`src/cpu_trap_pkg.sv`:
```
// Shared constants, types and register map of the trap and operand-address block
package cpu_trap_pkg;

   // Data path and trap vector locations
   localparam int WORD_W = 16;
   localparam logic [15:0] BOOT_WP_VEC = 16'hfffc;
   localparam logic [15:0] BOOT_PC_VEC = 16'hfffe;

   // Save slots in the new workspace (byte offsets of registers 13, 14 and 15)
   localparam logic [15:0] SAVE_WP_OFS = 16'h001a;
   localparam logic [15:0] SAVE_PC_OFS = 16'h001c;
   localparam logic [15:0] SAVE_ST_OFS = 16'h001e;

   // Status bits numbered 7..15 from the top sit in bits 8..0; keep only the top seven
   localparam logic [15:0] ST_KEEP_MASK = 16'hfe00;

   // External command codes, driven as {A0,A1,A2}
   localparam logic [2:0] CODE_REG_LOAD = 3'h7;
   localparam logic [2:0] CODE_CLOCK_OFF = 3'h6;
   localparam logic [2:0] CODE_CLOCK_ON = 3'h5;
   localparam logic [2:0] CODE_EXT_RESET = 3'h3;
   localparam logic [2:0] CODE_IDLE = 3'h2;

   // Software command indices for the external commands
   localparam logic [2:0] CMD_REG_LOAD = 3'h0;
   localparam logic [2:0] CMD_CLOCK_OFF = 3'h1;
   localparam logic [2:0] CMD_CLOCK_ON = 3'h2;
   localparam logic [2:0] CMD_EXT_RESET = 3'h3;
   localparam logic [2:0] CMD_IDLE = 3'h4;

   // Operand mode field values
   localparam logic [1:0] MODE_REG = 2'h0;
   localparam logic [1:0] MODE_IND = 2'h1;
   localparam logic [1:0] MODE_IDX = 2'h2;
   localparam logic [1:0] MODE_AUTO = 2'h3;
   localparam logic [15:0] STEP_BYTE = 16'h0001;
   localparam logic [15:0] STEP_WORD = 16'h0002;

   // Idle repetition period of the strobe
   localparam int IDLE_PERIOD_NS = 64;
   localparam int CLK_PERIOD_NS = 8;
   localparam int IDLE_CYCLES = IDLE_PERIOD_NS / CLK_PERIOD_NS;

   // Register byte offsets
   localparam logic [7:0] OFS_CTRL = 8'h00;
   localparam logic [7:0] OFS_STATUS = 8'h04;
   localparam logic [7:0] OFS_PC = 8'h08;
   localparam logic [7:0] OFS_WP = 8'h0c;
   localparam logic [7:0] OFS_ST = 8'h10;
   localparam logic [7:0] OFS_EA_CFG = 8'h14;
   localparam logic [7:0] OFS_EA_REG = 8'h18;
   localparam logic [7:0] OFS_EA_EXT = 8'h1c;
   localparam logic [7:0] OFS_EA_ADDR = 8'h20;
   localparam logic [7:0] OFS_EA_NEXT = 8'h24;
   localparam logic [7:0] OFS_JUMP = 8'h28;
   localparam logic [7:0] OFS_WR12 = 8'h2c;
   localparam logic [7:0] OFS_BITIO = 8'h30;
   localparam logic [7:0] OFS_WR0 = 8'h34;
   localparam logic [7:0] OFS_WR1 = 8'h38;
   localparam logic [7:0] OFS_WIDE = 8'h3c;

   // Field positions
   localparam int CTRL_GO = 0;
   localparam int CTRL_CMD_LSB = 1;
   localparam int CTRL_MAP_CLR = 4;
   localparam int CTRL_EA_STEP = 5;
   localparam int CFG_MODE_LSB = 0;
   localparam int CFG_REG_LSB = 2;
   localparam int CFG_BYTE = 6;
   localparam int CFG_IMM = 7;

   // Memory request toward the external bus
   typedef struct packed {
      logic req;
      logic we;
      logic [15:0] addr;
      logic [15:0] wdata;
   } memReq_type;

   // Operand address result
   typedef struct packed {
      logic [15:0] effAddr;
      logic [15:0] operand;
      logic [15:0] regNext;
      logic regWrite;
      logic needExt;
      logic isDirect;
   } eaResult_type;

endpackage : cpu_trap_pkg

```
`src/cpu_trap_ctrl.sv`:
```
// Bootstrap trap sequencer, operand addressing and external commands with Wishbone registers
`timescale 1ns/1ps
`default_nettype none
module cpu_trap_ctrl
   import cpu_trap_pkg::*;
#(
   parameter int ADR_W = 8
)
(
   // Clock and reset
   input wire logic ref_clk,
   input wire logic rst_n,
   // Wishbone slave
   input wire logic wb_cyc_i,
   input wire logic wb_stb_i,
   input wire logic wb_we_i,
   input wire logic [ADR_W-1:0] wb_adr_i,
   input wire logic [3:0] wb_sel_i,
   input wire logic [31:0] wb_dat_i,
   output logic [31:0] wb_dat_o,
   output logic wb_ack_o,
   // Processor pins
   input wire logic bootReq_n,
   input wire logic busHold_n,
   input wire logic coprocessorPresent_n,
   input wire logic instructionEnd,
   input wire logic intReq,
   output logic trapAcknowledge,
   output logic memoryMapEnableFlag,
   // External command pins
   output logic [2:0] addrCode,
   output logic dataBusInput,
   output logic bitIoStrobe,
   // Memory bus master
   output memReq_type memReq,
   input wire logic memAck,
   input wire logic [15:0] memRdata
);

   ////////////////////////////////////////////////////////////////////////////////
   // Declarations

   // Trap sequence states
   typedef enum logic [3:0] {
      T_RUN, T_HOLD_ACK, T_FETCH_WP, T_FETCH_PC, T_SAVE_WP, T_SAVE_PC, T_SAVE_ST, T_LOAD
   } trapState_type;

   trapState_type state_q; // Current trap state
   trapState_type state_d; // Next trap state
   logic [15:0] pc_q; // Program counter
   logic [15:0] wp_q; // Workspace pointer
   logic [15:0] st_q; // Status
   logic [15:0] newWp_q; // Fetched vector workspace
   logic [15:0] newPc_q; // Fetched vector counter
   logic [7:0] eaCfg_q; // Operand fields
   logic [15:0] eaReg_q; // Selected register value
   logic [15:0] eaExt_q; // Following word
   logic [15:0] wr12_q; // Bit-I/O base register
   logic [15:0] wr0_q; // Wide operand high
   logic [15:0] wr1_q; // Wide operand low
   logic [7:0] bitDisp_q; // Bit-I/O displacement
   logic holdActive; // Bus hold or coprocessor present
   logic bootReq; // Request seen this cycle
   logic wbReq; // Valid bus cycle awaiting ack
   logic wbWr; // Write taken this cycle
   logic [ADR_W-1:0] wbOfs; // Word-aligned offset
   logic cmdStart; // External command launch
   logic idleActive; // Idle shown on pins
   eaResult_type eaRes; // Operand addressing result
   logic [11:0] bitAddr; // Selected bit address
   logic [15:0] jumpOfs; // Doubled signed displacement

   // Byte-lane merge of a 16-bit register
   function automatic logic [15:0] merge16(input logic [15:0] old, input logic [31:0] dat,
                                           input logic [3:0] sel);
      merge16 = old;
      if (sel[0]) begin
         merge16[7:0] = dat[7:0];
      end
      if (sel[1]) begin
         merge16[15:8] = dat[15:8];
      end
   endfunction : merge16

   ////////////////////////////////////////////////////////////////////////////////
   // Wishbone slave

   assign wbReq = wb_cyc_i && wb_stb_i && !wb_ack_o;
   assign wbWr = wbReq && wb_we_i;
   assign wbOfs = {wb_adr_i[ADR_W-1:2], 2'b00};

   // Ack one cycle after the request; dropped the cycle after
   always_ff @(posedge ref_clk) begin
      if (!rst_n) begin
         wb_ack_o <= 1'b0;
      end else begin
         wb_ack_o <= wbReq;
      end
   end

   // Read data mux; unmapped offsets read zero but still ack
   always_ff @(posedge ref_clk) begin
      if (!rst_n) begin
         wb_dat_o <= 32'h0;
      end else if (wbReq && !wb_we_i) begin
         case (wbOfs)
            OFS_STATUS: wb_dat_o <= {26'h0, idleActive, memoryMapEnableFlag,
                                     trapAcknowledge, state_q != T_RUN, holdActive, bootReq};
            OFS_PC: wb_dat_o <= {16'h0, pc_q};
            OFS_WP: wb_dat_o <= {16'h0, wp_q};
            OFS_ST: wb_dat_o <= {16'h0, st_q};
            OFS_EA_CFG: wb_dat_o <= {24'h0, eaCfg_q};
            OFS_EA_REG: wb_dat_o <= {16'h0, eaReg_q};
            OFS_EA_EXT: wb_dat_o <= {16'h0, eaExt_q};
            OFS_EA_ADDR: wb_dat_o <= {12'h0, 2'b00, eaRes.needExt, eaRes.isDirect,
                                      eaRes.isDirect ? eaRes.operand : eaRes.effAddr};
            OFS_EA_NEXT: wb_dat_o <= {15'h0, eaRes.regWrite, eaRes.regNext};
            OFS_WR12: wb_dat_o <= {16'h0, wr12_q};
            OFS_BITIO: wb_dat_o <= {20'h0, bitAddr};
            OFS_WR0: wb_dat_o <= {16'h0, wr0_q};
            OFS_WR1: wb_dat_o <= {16'h0, wr1_q};
            OFS_WIDE: wb_dat_o <= {wr0_q, wr1_q};
            default: wb_dat_o <= 32'h0;
         endcase
      end
   end

   ////////////////////////////////////////////////////////////////////////////////
   // Trap request sampling

   assign holdActive = !busHold_n || !coprocessorPresent_n;
   assign bootReq = !bootReq_n;

   // Trap sequencer next state
   always_comb begin
      state_d = state_q;
      case (state_q)
         T_RUN: begin
            if (holdActive && bootReq) begin
               state_d = T_HOLD_ACK;
            end else if (!holdActive && bootReq && instructionEnd) begin
               state_d = T_FETCH_WP;
            end
         end
         T_HOLD_ACK: begin
            // Acknowledge stands until the hold lifts, then the trap proceeds
            if (!holdActive) begin
               state_d = T_FETCH_WP;
            end
         end
         T_FETCH_WP: state_d = memAck ? T_FETCH_PC : T_FETCH_WP;
         T_FETCH_PC: state_d = memAck ? T_SAVE_WP : T_FETCH_PC;
         T_SAVE_WP: state_d = memAck ? T_SAVE_PC : T_SAVE_WP;
         T_SAVE_PC: state_d = memAck ? T_SAVE_ST : T_SAVE_PC;
         T_SAVE_ST: state_d = memAck ? T_LOAD : T_SAVE_ST;
         T_LOAD: state_d = T_RUN;
         default: state_d = T_RUN;
      endcase
   end

   // Trap state register
   always_ff @(posedge ref_clk) begin
      if (!rst_n) begin
         state_q <= T_RUN;
      end else begin
         state_q <= state_d;
      end
   end

   // Acknowledge is high in hold service and throughout the WP fetch
   always_ff @(posedge ref_clk) begin
      if (!rst_n) begin
         trapAcknowledge <= 1'b0;
      end else begin
         trapAcknowledge <= (state_d == T_HOLD_ACK) || (state_d == T_FETCH_WP);
      end
   end

   ////////////////////////////////////////////////////////////////////////////////
   // Memory master for vector fetch and context save

   // Request registered from the next state so address and strobe stand together
   always_ff @(posedge ref_clk) begin
      if (!rst_n) begin
         memReq <= '0;
      end else begin
         memReq <= '0;
         case (state_d)
            T_FETCH_WP: memReq <= '{req: 1'b1, we: 1'b0, addr: BOOT_WP_VEC, wdata: 16'h0};
            T_FETCH_PC: memReq <= '{req: 1'b1, we: 1'b0, addr: BOOT_PC_VEC, wdata: 16'h0};
            T_SAVE_WP: memReq <= '{req: 1'b1, we: 1'b1, addr: newWp_q + SAVE_WP_OFS,
                                   wdata: wp_q};
            T_SAVE_PC: memReq <= '{req: 1'b1, we: 1'b1, addr: newWp_q + SAVE_PC_OFS,
                                   wdata: pc_q};
            T_SAVE_ST: memReq <= '{req: 1'b1, we: 1'b1, addr: newWp_q + SAVE_ST_OFS,
                                   wdata: st_q};
            default: memReq <= '0;
         endcase
         // A just-acked beat drops for a cycle so the partner sees a fresh request
         if (memAck) begin
            memReq <= '0;
         end
      end
   end

   // Capture the fetched vectors
   always_ff @(posedge ref_clk) begin
      if (!rst_n) begin
         newWp_q <= 16'h0;
         newPc_q <= 16'h0;
      end else if (memAck && memReq.req && state_q == T_FETCH_WP) begin
         newWp_q <= memRdata;
      end else if (memAck && memReq.req && state_q == T_FETCH_PC) begin
         newPc_q <= memRdata;
      end
   end

   ////////////////////////////////////////////////////////////////////////////////
   // Context registers; the trap load outranks software writes

   // Program counter
   always_ff @(posedge ref_clk) begin
      if (!rst_n) begin
         pc_q <= 16'h0;
      end else if (state_q == T_LOAD) begin
         pc_q <= newPc_q;
      end else if (wbWr && wbOfs == OFS_JUMP) begin
         pc_q <= pc_q + jumpOfs;
      end else if (wbWr && wbOfs == OFS_PC) begin
         pc_q <= merge16(pc_q, wb_dat_i, wb_sel_i);
      end
   end

   // Displacement from the low byte, sign-extended and doubled
   assign jumpOfs = {{7{wb_dat_i[7]}}, wb_dat_i[7:0], 1'b0};

   // Workspace pointer
   always_ff @(posedge ref_clk) begin
      if (!rst_n) begin
         wp_q <= 16'h0;
      end else if (state_q == T_LOAD) begin
         wp_q <= newWp_q;
      end else if (wbWr && wbOfs == OFS_WP) begin
         wp_q <= merge16(wp_q, wb_dat_i, wb_sel_i);
      end
   end

   // Status: low bits cleared on trap entry
   always_ff @(posedge ref_clk) begin
      if (!rst_n) begin
         st_q <= 16'h0;
      end else if (state_q == T_LOAD) begin
         st_q <= st_q & ST_KEEP_MASK;
      end else if (wbWr && wbOfs == OFS_ST) begin
         st_q <= merge16(st_q, wb_dat_i, wb_sel_i);
      end
   end

   // Map enable: set by the trap, set wins over a software clear
   always_ff @(posedge ref_clk) begin
      if (!rst_n) begin
         memoryMapEnableFlag <= 1'b0;
      end else if (state_q == T_LOAD) begin
         memoryMapEnableFlag <= 1'b1;
      end else if (wbWr && wbOfs == OFS_CTRL && wb_sel_i[0] && wb_dat_i[CTRL_MAP_CLR]) begin
         memoryMapEnableFlag <= 1'b0;
      end
   end

   ////////////////////////////////////////////////////////////////////////////////
   // Operand addressing

   // Operand fields and following word
   always_ff @(posedge ref_clk) begin
      if (!rst_n) begin
         eaCfg_q <= 8'h0;
         eaExt_q <= 16'h0;
      end else begin
         if (wbWr && wbOfs == OFS_EA_CFG && wb_sel_i[0]) begin
            eaCfg_q <= wb_dat_i[7:0];
         end
         if (wbWr && wbOfs == OFS_EA_EXT) begin
            eaExt_q <= merge16(eaExt_q, wb_dat_i, wb_sel_i);
         end
      end
   end

   // Selected register; a step command applies the increment after the address is taken
   always_ff @(posedge ref_clk) begin
      if (!rst_n) begin
         eaReg_q <= 16'h0;
      end else if (wbWr && wbOfs == OFS_EA_REG) begin
         eaReg_q <= merge16(eaReg_q, wb_dat_i, wb_sel_i);
      end else if (wbWr && wbOfs == OFS_CTRL && wb_sel_i[0] && wb_dat_i[CTRL_EA_STEP]
                   && eaRes.regWrite) begin
         eaReg_q <= eaRes.regNext;
      end
   end

   operand_addr_unit u_operand_addr (
      .mode(eaCfg_q[CFG_MODE_LSB +: 2]),
      .regSel(eaCfg_q[CFG_REG_LSB +: 4]),
      .byteOp(eaCfg_q[CFG_BYTE]),
      .immediate(eaCfg_q[CFG_IMM]),
      .regVal(eaReg_q),
      .extWord(eaExt_q),
      .result(eaRes)
   );

   ////////////////////////////////////////////////////////////////////////////////
   // Bit-I/O relative addressing and wide operand registers

   // Base register, displacement and the two halves of the wide operand
   always_ff @(posedge ref_clk) begin
      if (!rst_n) begin
         wr12_q <= 16'h0;
         bitDisp_q <= 8'h0;
         wr0_q <= 16'h0;
         wr1_q <= 16'h0;
      end else if (wbWr) begin
         case (wbOfs)
            OFS_WR12: wr12_q <= merge16(wr12_q, wb_dat_i, wb_sel_i);
            OFS_BITIO: bitDisp_q <= wb_sel_i[0] ? wb_dat_i[7:0] : bitDisp_q;
            OFS_WR0: wr0_q <= merge16(wr0_q, wb_dat_i, wb_sel_i);
            OFS_WR1: wr1_q <= merge16(wr1_q, wb_dat_i, wb_sel_i);
            default: wr12_q <= wr12_q;
         endcase
      end
   end

   // Base sits in bits 12..1 of register 12; the 12-bit sum wraps
   assign bitAddr = wr12_q[12:1] + {{4{bitDisp_q[7]}}, bitDisp_q};

   ////////////////////////////////////////////////////////////////////////////////
   // External commands

   assign cmdStart = wbWr && wbOfs == OFS_CTRL && wb_sel_i[0] && wb_dat_i[CTRL_GO];

   ext_cmd_unit u_ext_cmd (
      .ref_clk(ref_clk),
      .rst_n(rst_n),
      .start(cmdStart),
      .cmdIdx(wb_dat_i[CTRL_CMD_LSB +: 3]),
      .stopIdle(intReq || bootReq),
      .addrCode(addrCode),
      .dataBusInput(dataBusInput),
      .bitIoStrobe(bitIoStrobe),
      .idleActive(idleActive)
   );

endmodule : cpu_trap_ctrl
`default_nettype wire

```
`src/ext_cmd_unit.sv`:
```
// External-command sequencer: address code, input indication and strobe
`timescale 1ns/1ps
`default_nettype none
module ext_cmd_unit
   import cpu_trap_pkg::*;
(
   // Clock and reset
   input wire logic ref_clk,
   input wire logic rst_n,
   // Command start
   input wire logic start,
   input wire logic [2:0] cmdIdx,
   // Idle terminators
   input wire logic stopIdle,
   // Pins
   output logic [2:0] addrCode,
   output logic dataBusInput,
   output logic bitIoStrobe,
   output logic idleActive
);

   logic [7:0] gapCnt_q; // Cycles until next idle strobe
   logic [2:0] code;

   // Command index to address code
   always_comb begin
      case (cmdIdx)
         CMD_REG_LOAD: code = CODE_REG_LOAD;
         CMD_CLOCK_OFF: code = CODE_CLOCK_OFF;
         CMD_CLOCK_ON: code = CODE_CLOCK_ON;
         CMD_EXT_RESET: code = CODE_EXT_RESET;
         default: code = CODE_IDLE;
      endcase
   end

   // Code and input indication stand while a command or idle is shown
   always_ff @(posedge ref_clk) begin
      if (!rst_n) begin
         addrCode <= 3'h0;
         dataBusInput <= 1'b0;
      end else if (start && cmdIdx <= CMD_IDLE) begin
         addrCode <= code;
         dataBusInput <= 1'b1;
      end else if (!idleActive || stopIdle) begin
         addrCode <= 3'h0;
         dataBusInput <= 1'b0;
      end
   end

   // Idle stays until an interrupt, reset or bootstrap request
   always_ff @(posedge ref_clk) begin
      if (!rst_n) begin
         idleActive <= 1'b0;
      end else if (stopIdle) begin
         idleActive <= 1'b0;
      end else if (start && cmdIdx == CMD_IDLE) begin
         idleActive <= 1'b1;
      end
   end

   // One strobe per command; idle repeats it every IDLE_CYCLES
   always_ff @(posedge ref_clk) begin
      if (!rst_n) begin
         bitIoStrobe <= 1'b0;
         gapCnt_q <= 8'h0;
      end else if (start && cmdIdx <= CMD_IDLE) begin
         bitIoStrobe <= 1'b1;
         gapCnt_q <= 8'(IDLE_CYCLES - 1);
      end else if (idleActive && !stopIdle && gapCnt_q == 8'h0) begin
         bitIoStrobe <= 1'b1;
         gapCnt_q <= 8'(IDLE_CYCLES - 1);
      end else begin
         bitIoStrobe <= 1'b0;
         gapCnt_q <= (gapCnt_q == 8'h0) ? 8'h0 : gapCnt_q - 8'h01;
      end
   end

endmodule : ext_cmd_unit
`default_nettype wire

```
`src/operand_addr_unit.sv`:
```
// Combinational operand effective-address generator
`timescale 1ns/1ps
`default_nettype none
module operand_addr_unit
   import cpu_trap_pkg::*;
(
   // Decoded operand fields
   input wire logic [1:0] mode,
   input wire logic [3:0] regSel,
   input wire logic byteOp,
   input wire logic immediate,
   // Register and instruction-stream words
   input wire logic [15:0] regVal,
   input wire logic [15:0] extWord,
   // Result
   output eaResult_type result
);

   // Step size follows operand width
   logic [15:0] step;
   assign step = byteOp ? STEP_BYTE : STEP_WORD;

   // Mode decode
   always_comb begin
      result = '0;
      result.regNext = regVal;
      if (immediate) begin
         // Operand is the following word itself
         result.operand = extWord;
         result.needExt = 1'b1;
         result.isDirect = 1'b1;
      end else begin
         case (mode)
            MODE_REG: begin
               result.operand = regVal;
               result.isDirect = 1'b1;
            end
            MODE_IND: begin
               result.effAddr = regVal;
            end
            MODE_AUTO: begin
               // Address is the old value; the register advances afterwards
               result.effAddr = regVal;
               result.regNext = regVal + step;
               result.regWrite = 1'b1;
            end
            MODE_IDX: begin
               result.needExt = 1'b1;
               // Register zero never indexes
               if (regSel == 4'h0) begin
                  result.effAddr = extWord;
               end else begin
                  result.effAddr = extWord + regVal;
               end
            end
            default: begin
               result.effAddr = regVal;
            end
         endcase
      end
   end

endmodule : operand_addr_unit
`default_nettype wire

```
`config.mk`:
```
export PLATFORM = sky130hd
export DESIGN_NAME = cpu_trap_ctrl
export DESIGN_NICKNAME = d
export VERILOG_FILES = /design/src/cpu_trap_pkg.sv /design/src/cpu_trap_ctrl.sv /design/src/ext_cmd_unit.sv /design/src/operand_addr_unit.sv
export SDC_FILE = /design/constraint.sdc
export NUM_CORES = 1
export LEC_CHECK = 0
export BUFFER_PORTS_ARGS = -buffer_cell sky130_fd_sc_hd__buf_4
export CORE_UTILIZATION = 60
export DETAILED_ROUTE_END_ITERATION = 10
export HOLD_SLACK_MARGIN = 0.03
export PLACE_DENSITY = 0.81
export SLEW_MARGIN = 10
export SYNTH_ARGS = -nofsm -noshare
export SYNTH_HDL_FRONTEND = slang
export SYNTH_SLANG_ARGS = --single-unit
```
`constraint.sdc`:
```
create_clock -name ref_clk -period 4.7 [get_ports ref_clk]
set_clock_uncertainty 0.2 [all_clocks]
set_input_delay 0.94 -clock ref_clk [delete_from_list [all_inputs] [get_ports ref_clk]]
set_output_delay 0.94 -clock ref_clk [all_outputs]
set_load 0.05 [all_outputs]
```
==> flow_summary.toml <==
[routing]
drt_iter0_markers = 1966
met2_length_um = 21600
wl_met1_um = 19800
wire_per_inst_um = 22.1
wl_um = 49900
drc = 0
top_layer = "met4"
wl_met3_um = 5600
vias = 15000
avgViaCountPerCell = 6.67
drt_first_pass_iters = 6
final_antenna_net_count = 0

[power_and_ir_drop]
powerDensity_nw_per_um2 = 297
irDropWorstVdd_mv = 0.270
p_leak_nw = 6.29

[layout]
antenna-diode-count = 0
syn2layout_area_growth_pct = 13.0
nets = 2042
drive_gt1_share_pct = 11.9

[clocking]
cts_resized = 0
postCtsSetupRepairBufs = 0
cts_sinks = 263
clock_path_buffers = 3
cts_tree = "done"
path_clk_slew_ns = 0.06
cts_buffers = 28
root_buffer = "clkbuf_16"
hold_buffers = 0
clk_latency_ns = 0.55
htreeDepth = 1

[sta]
period_needed_ns = 3.67
finalSetupViolCount = 0
drv_slew = 0
max_freq_mhz = 273
tns_ns = 0
fin_crit_sh_pct = 78.0
whs_ns = 0.249
final-hold-violation-count = 0
worst_pin_slew_ns = 1.27
rsz0062_at_grt = "false"
slew_headroom_pct = 14.8

[logic_synthesis]
synth_commonest_cells = "271 x nand2_1, 263 x dfxtp_1, 183 x nor2_1"
yosys-mux-area-fraction_pct = 3.74
synth_edf_count = 0
synthXorXnorAreaFrac_pct = 2.74
synth_warnings = 0
syn_nets = 1987
synth_top_family_by_area = "compound AO/OA/AOI/OAI gates"
synth_top_area_share_pct = 35.8
synthFlopType = "dfxtp_1"
yosysTopAreaCell = "dfxtp_1"
async_flop_share_pct = 0
syn_avg_cell_area_um2 = 7.89
synth_compound_area_share_pct = 25.0
syn_inst = 1865
netlist_area_um2 = 14700
ys_seq_area_share_pct = 35.8
synthSimpleGateAreaFrac_pct = 23.1
synth.most_common_cell = "nand2_1"
synth_fa_ha_area_share_pct = 4.59
yosysUniqueCellTypes = 91
synthTopCellsByArea = "dfxtp_1 36%, nand2_1 6.9%, a21oi_1 6.0%"
yosys_register_bits = 263

[worst_setup_path]
worstPathArrival_ns = 3.90
worstPathCellList = "nor4_1 -> and2_1 -> nand4_1 -> o31ai_4 -> and3_1 -> inv_1 -> fa_1 -> a21o_1 -> nor3_1 -> o21ai_1 -> o21a_1 -> o21ai_0 -> a21boi_0"
cp_max_fo = 9
slowest_delay_ns = 0.52
crit_slowest_cell = "nor4_1"
reg2reg_setup_slack_ns = 1.03
worstSetupEndpointType = "flop"
critPathKind = "reg -> reg"
cp-start-kind = "flop"
cp.required_ns = 4.93

[floorplanning]
die_width_um = 159
core-area_um2 = 23800
rows = 56
io_pins = 145
dieHeight_um = 159
initial_utilization_pct = 62.0
dieArea_um2 = 25200

[placed_design]
portBuffers = 124
place_congestion = 1.05
dp_hpwl_um = 35500

[worst_hold_path]
hold_class = "reg -> reg"

[global_routing]
antenna_found_initial = 0
grt_max_degree = 85
grt.overflow.total = 0
grt_util_all_layers_pct = 39.7
grt_pass1_vias = 13600
grt_pass1_wl_um = 76300

[flow_run]
drv_cap = 0

[status]
status = "finished, final reports clean"
-- flip-flops by register name (all words and copies together), names as in the netlist, 3 cells and up --
signal	count
bitDisp_q	8
eaCfg_q	8
eaExt_q	16
eaReg_q	16
memReq	34
newPc_q	16
newWp_q	16
pc_q	16
st_q	16
state_q	4
u_ext_cmd.addrCode	3
u_ext_cmd.gapCnt_q	8
wb_dat_o	32
wp_q	16
wr0_q	16
wr12_q	16
wr1_q	16
-- critical path, delay by kind of cell, from the launching register on --
| kind | cells | cell delay, ns |
|---|---|---|
| AND/OR/NAND/NOR | 5 | 1.46 |
| AO/OA/AOI/OAI | 6 | 0.99 |
| flip-flops | 1 | 0.42 |
| adder cells (fa/ha/maj) | 1 | 0.42 |
| buffers and inverters | 1 | 0.06 |
-- logic make-up (layout without fill, tap and decap cells) --
family / after synthesis / count (layout)
multiplexers: 55 / 55
XOR/XNOR: 46 / 46
other: 1 / 1
adder cells (fa/ha/maj): 51 / 51
buffers and inverters: 167 / 239
flip-flops: 263 / 263
AO/OA/AOI/OAI: 556 / 556
AND/OR/NAND/NOR: 726 / 726
-- metrics by stage --
stage	worst slack [ns]	cells	power, mW	util (%)	instance area [um2]
after floorplan	0.715	1865	2.58	-	14700
after global placement	0.783	2209	2.70	66.1	15700
after detailed placement	0.731	2209	2.71	66.1	15700
after CTS	1.06	2256	4.94	70.0	16600
after global routing	0.691	2256	5.06	70.0	16600
final	1.03	2256	4.94	70.0	16600
-- layout make-up --
cell class | count | area, um2
Clock buffer | 41 | 821
Clock inverter | 6 | 105
Fill cell | 1911 | 7120
Inverter | 35 | 134
Multi-Input combinational cell | 1435 | 8730
Sequential cell | 263 | 5270
Tap cell | 319 | 399
Timing Repair Buffer | 157 | 1180
-- power breakdown --
| part | internal (mW) | switching, mW |
|---|---|---|
| Clock | 1.36 | 0.906 |
| Sequential | 2.26 | 0.0265 |
| Combinational | 0.134 | 0.257 |
-- routing by layer --
metal  up-vias  global-route usage (%)
met2      1009                    62.5
met4         0                    18.7
met3       212                    6.10
met5         -                       0
met1      6998                    53.3
li1       6819                       -
-- cell usage in the layout (no fill, tap or decap), types with 9 or more instances in the layout --
master,instances
a221oi_1,17
and2_1,23
buf_4,157
inv_1,34
a22oi_1,55
xnor2_1,30
xor2_1,16
a22o_1,9
o221ai_1,13
nand2b_1,12
clkbuf_16,29
a31oi_1,19
nor3_1,44
nor2_1,183
nor4_1,9
a21o_1,15
a21boi_0,44
nor2b_1,27
o21a_1,12
ha_1,46
nand3_1,75
nand4_1,13
and3_1,16
a211oi_1,25
a21oi_1,175
or3_1,9
nand2_1,271
a311oi_1,11
o211ai_1,21
dfxtp_1,263
mux2i_1,55
o21ai_0,70
-- worst paths after layout --
| path | depth (start not counted) | end | start |
|---|---|---|---|
| max | 13 | memReq[29] | state_q[3] |
| min | 2 | wb_dat_o[9] | wb_dat_o[9] |
| max reg2reg | 13 | memReq[29] | state_q[3] |
| min reg2reg | 2 | wb_dat_o[9] | wb_dat_o[9] |
No activity file was read; power rests on OpenSTA's default activity.
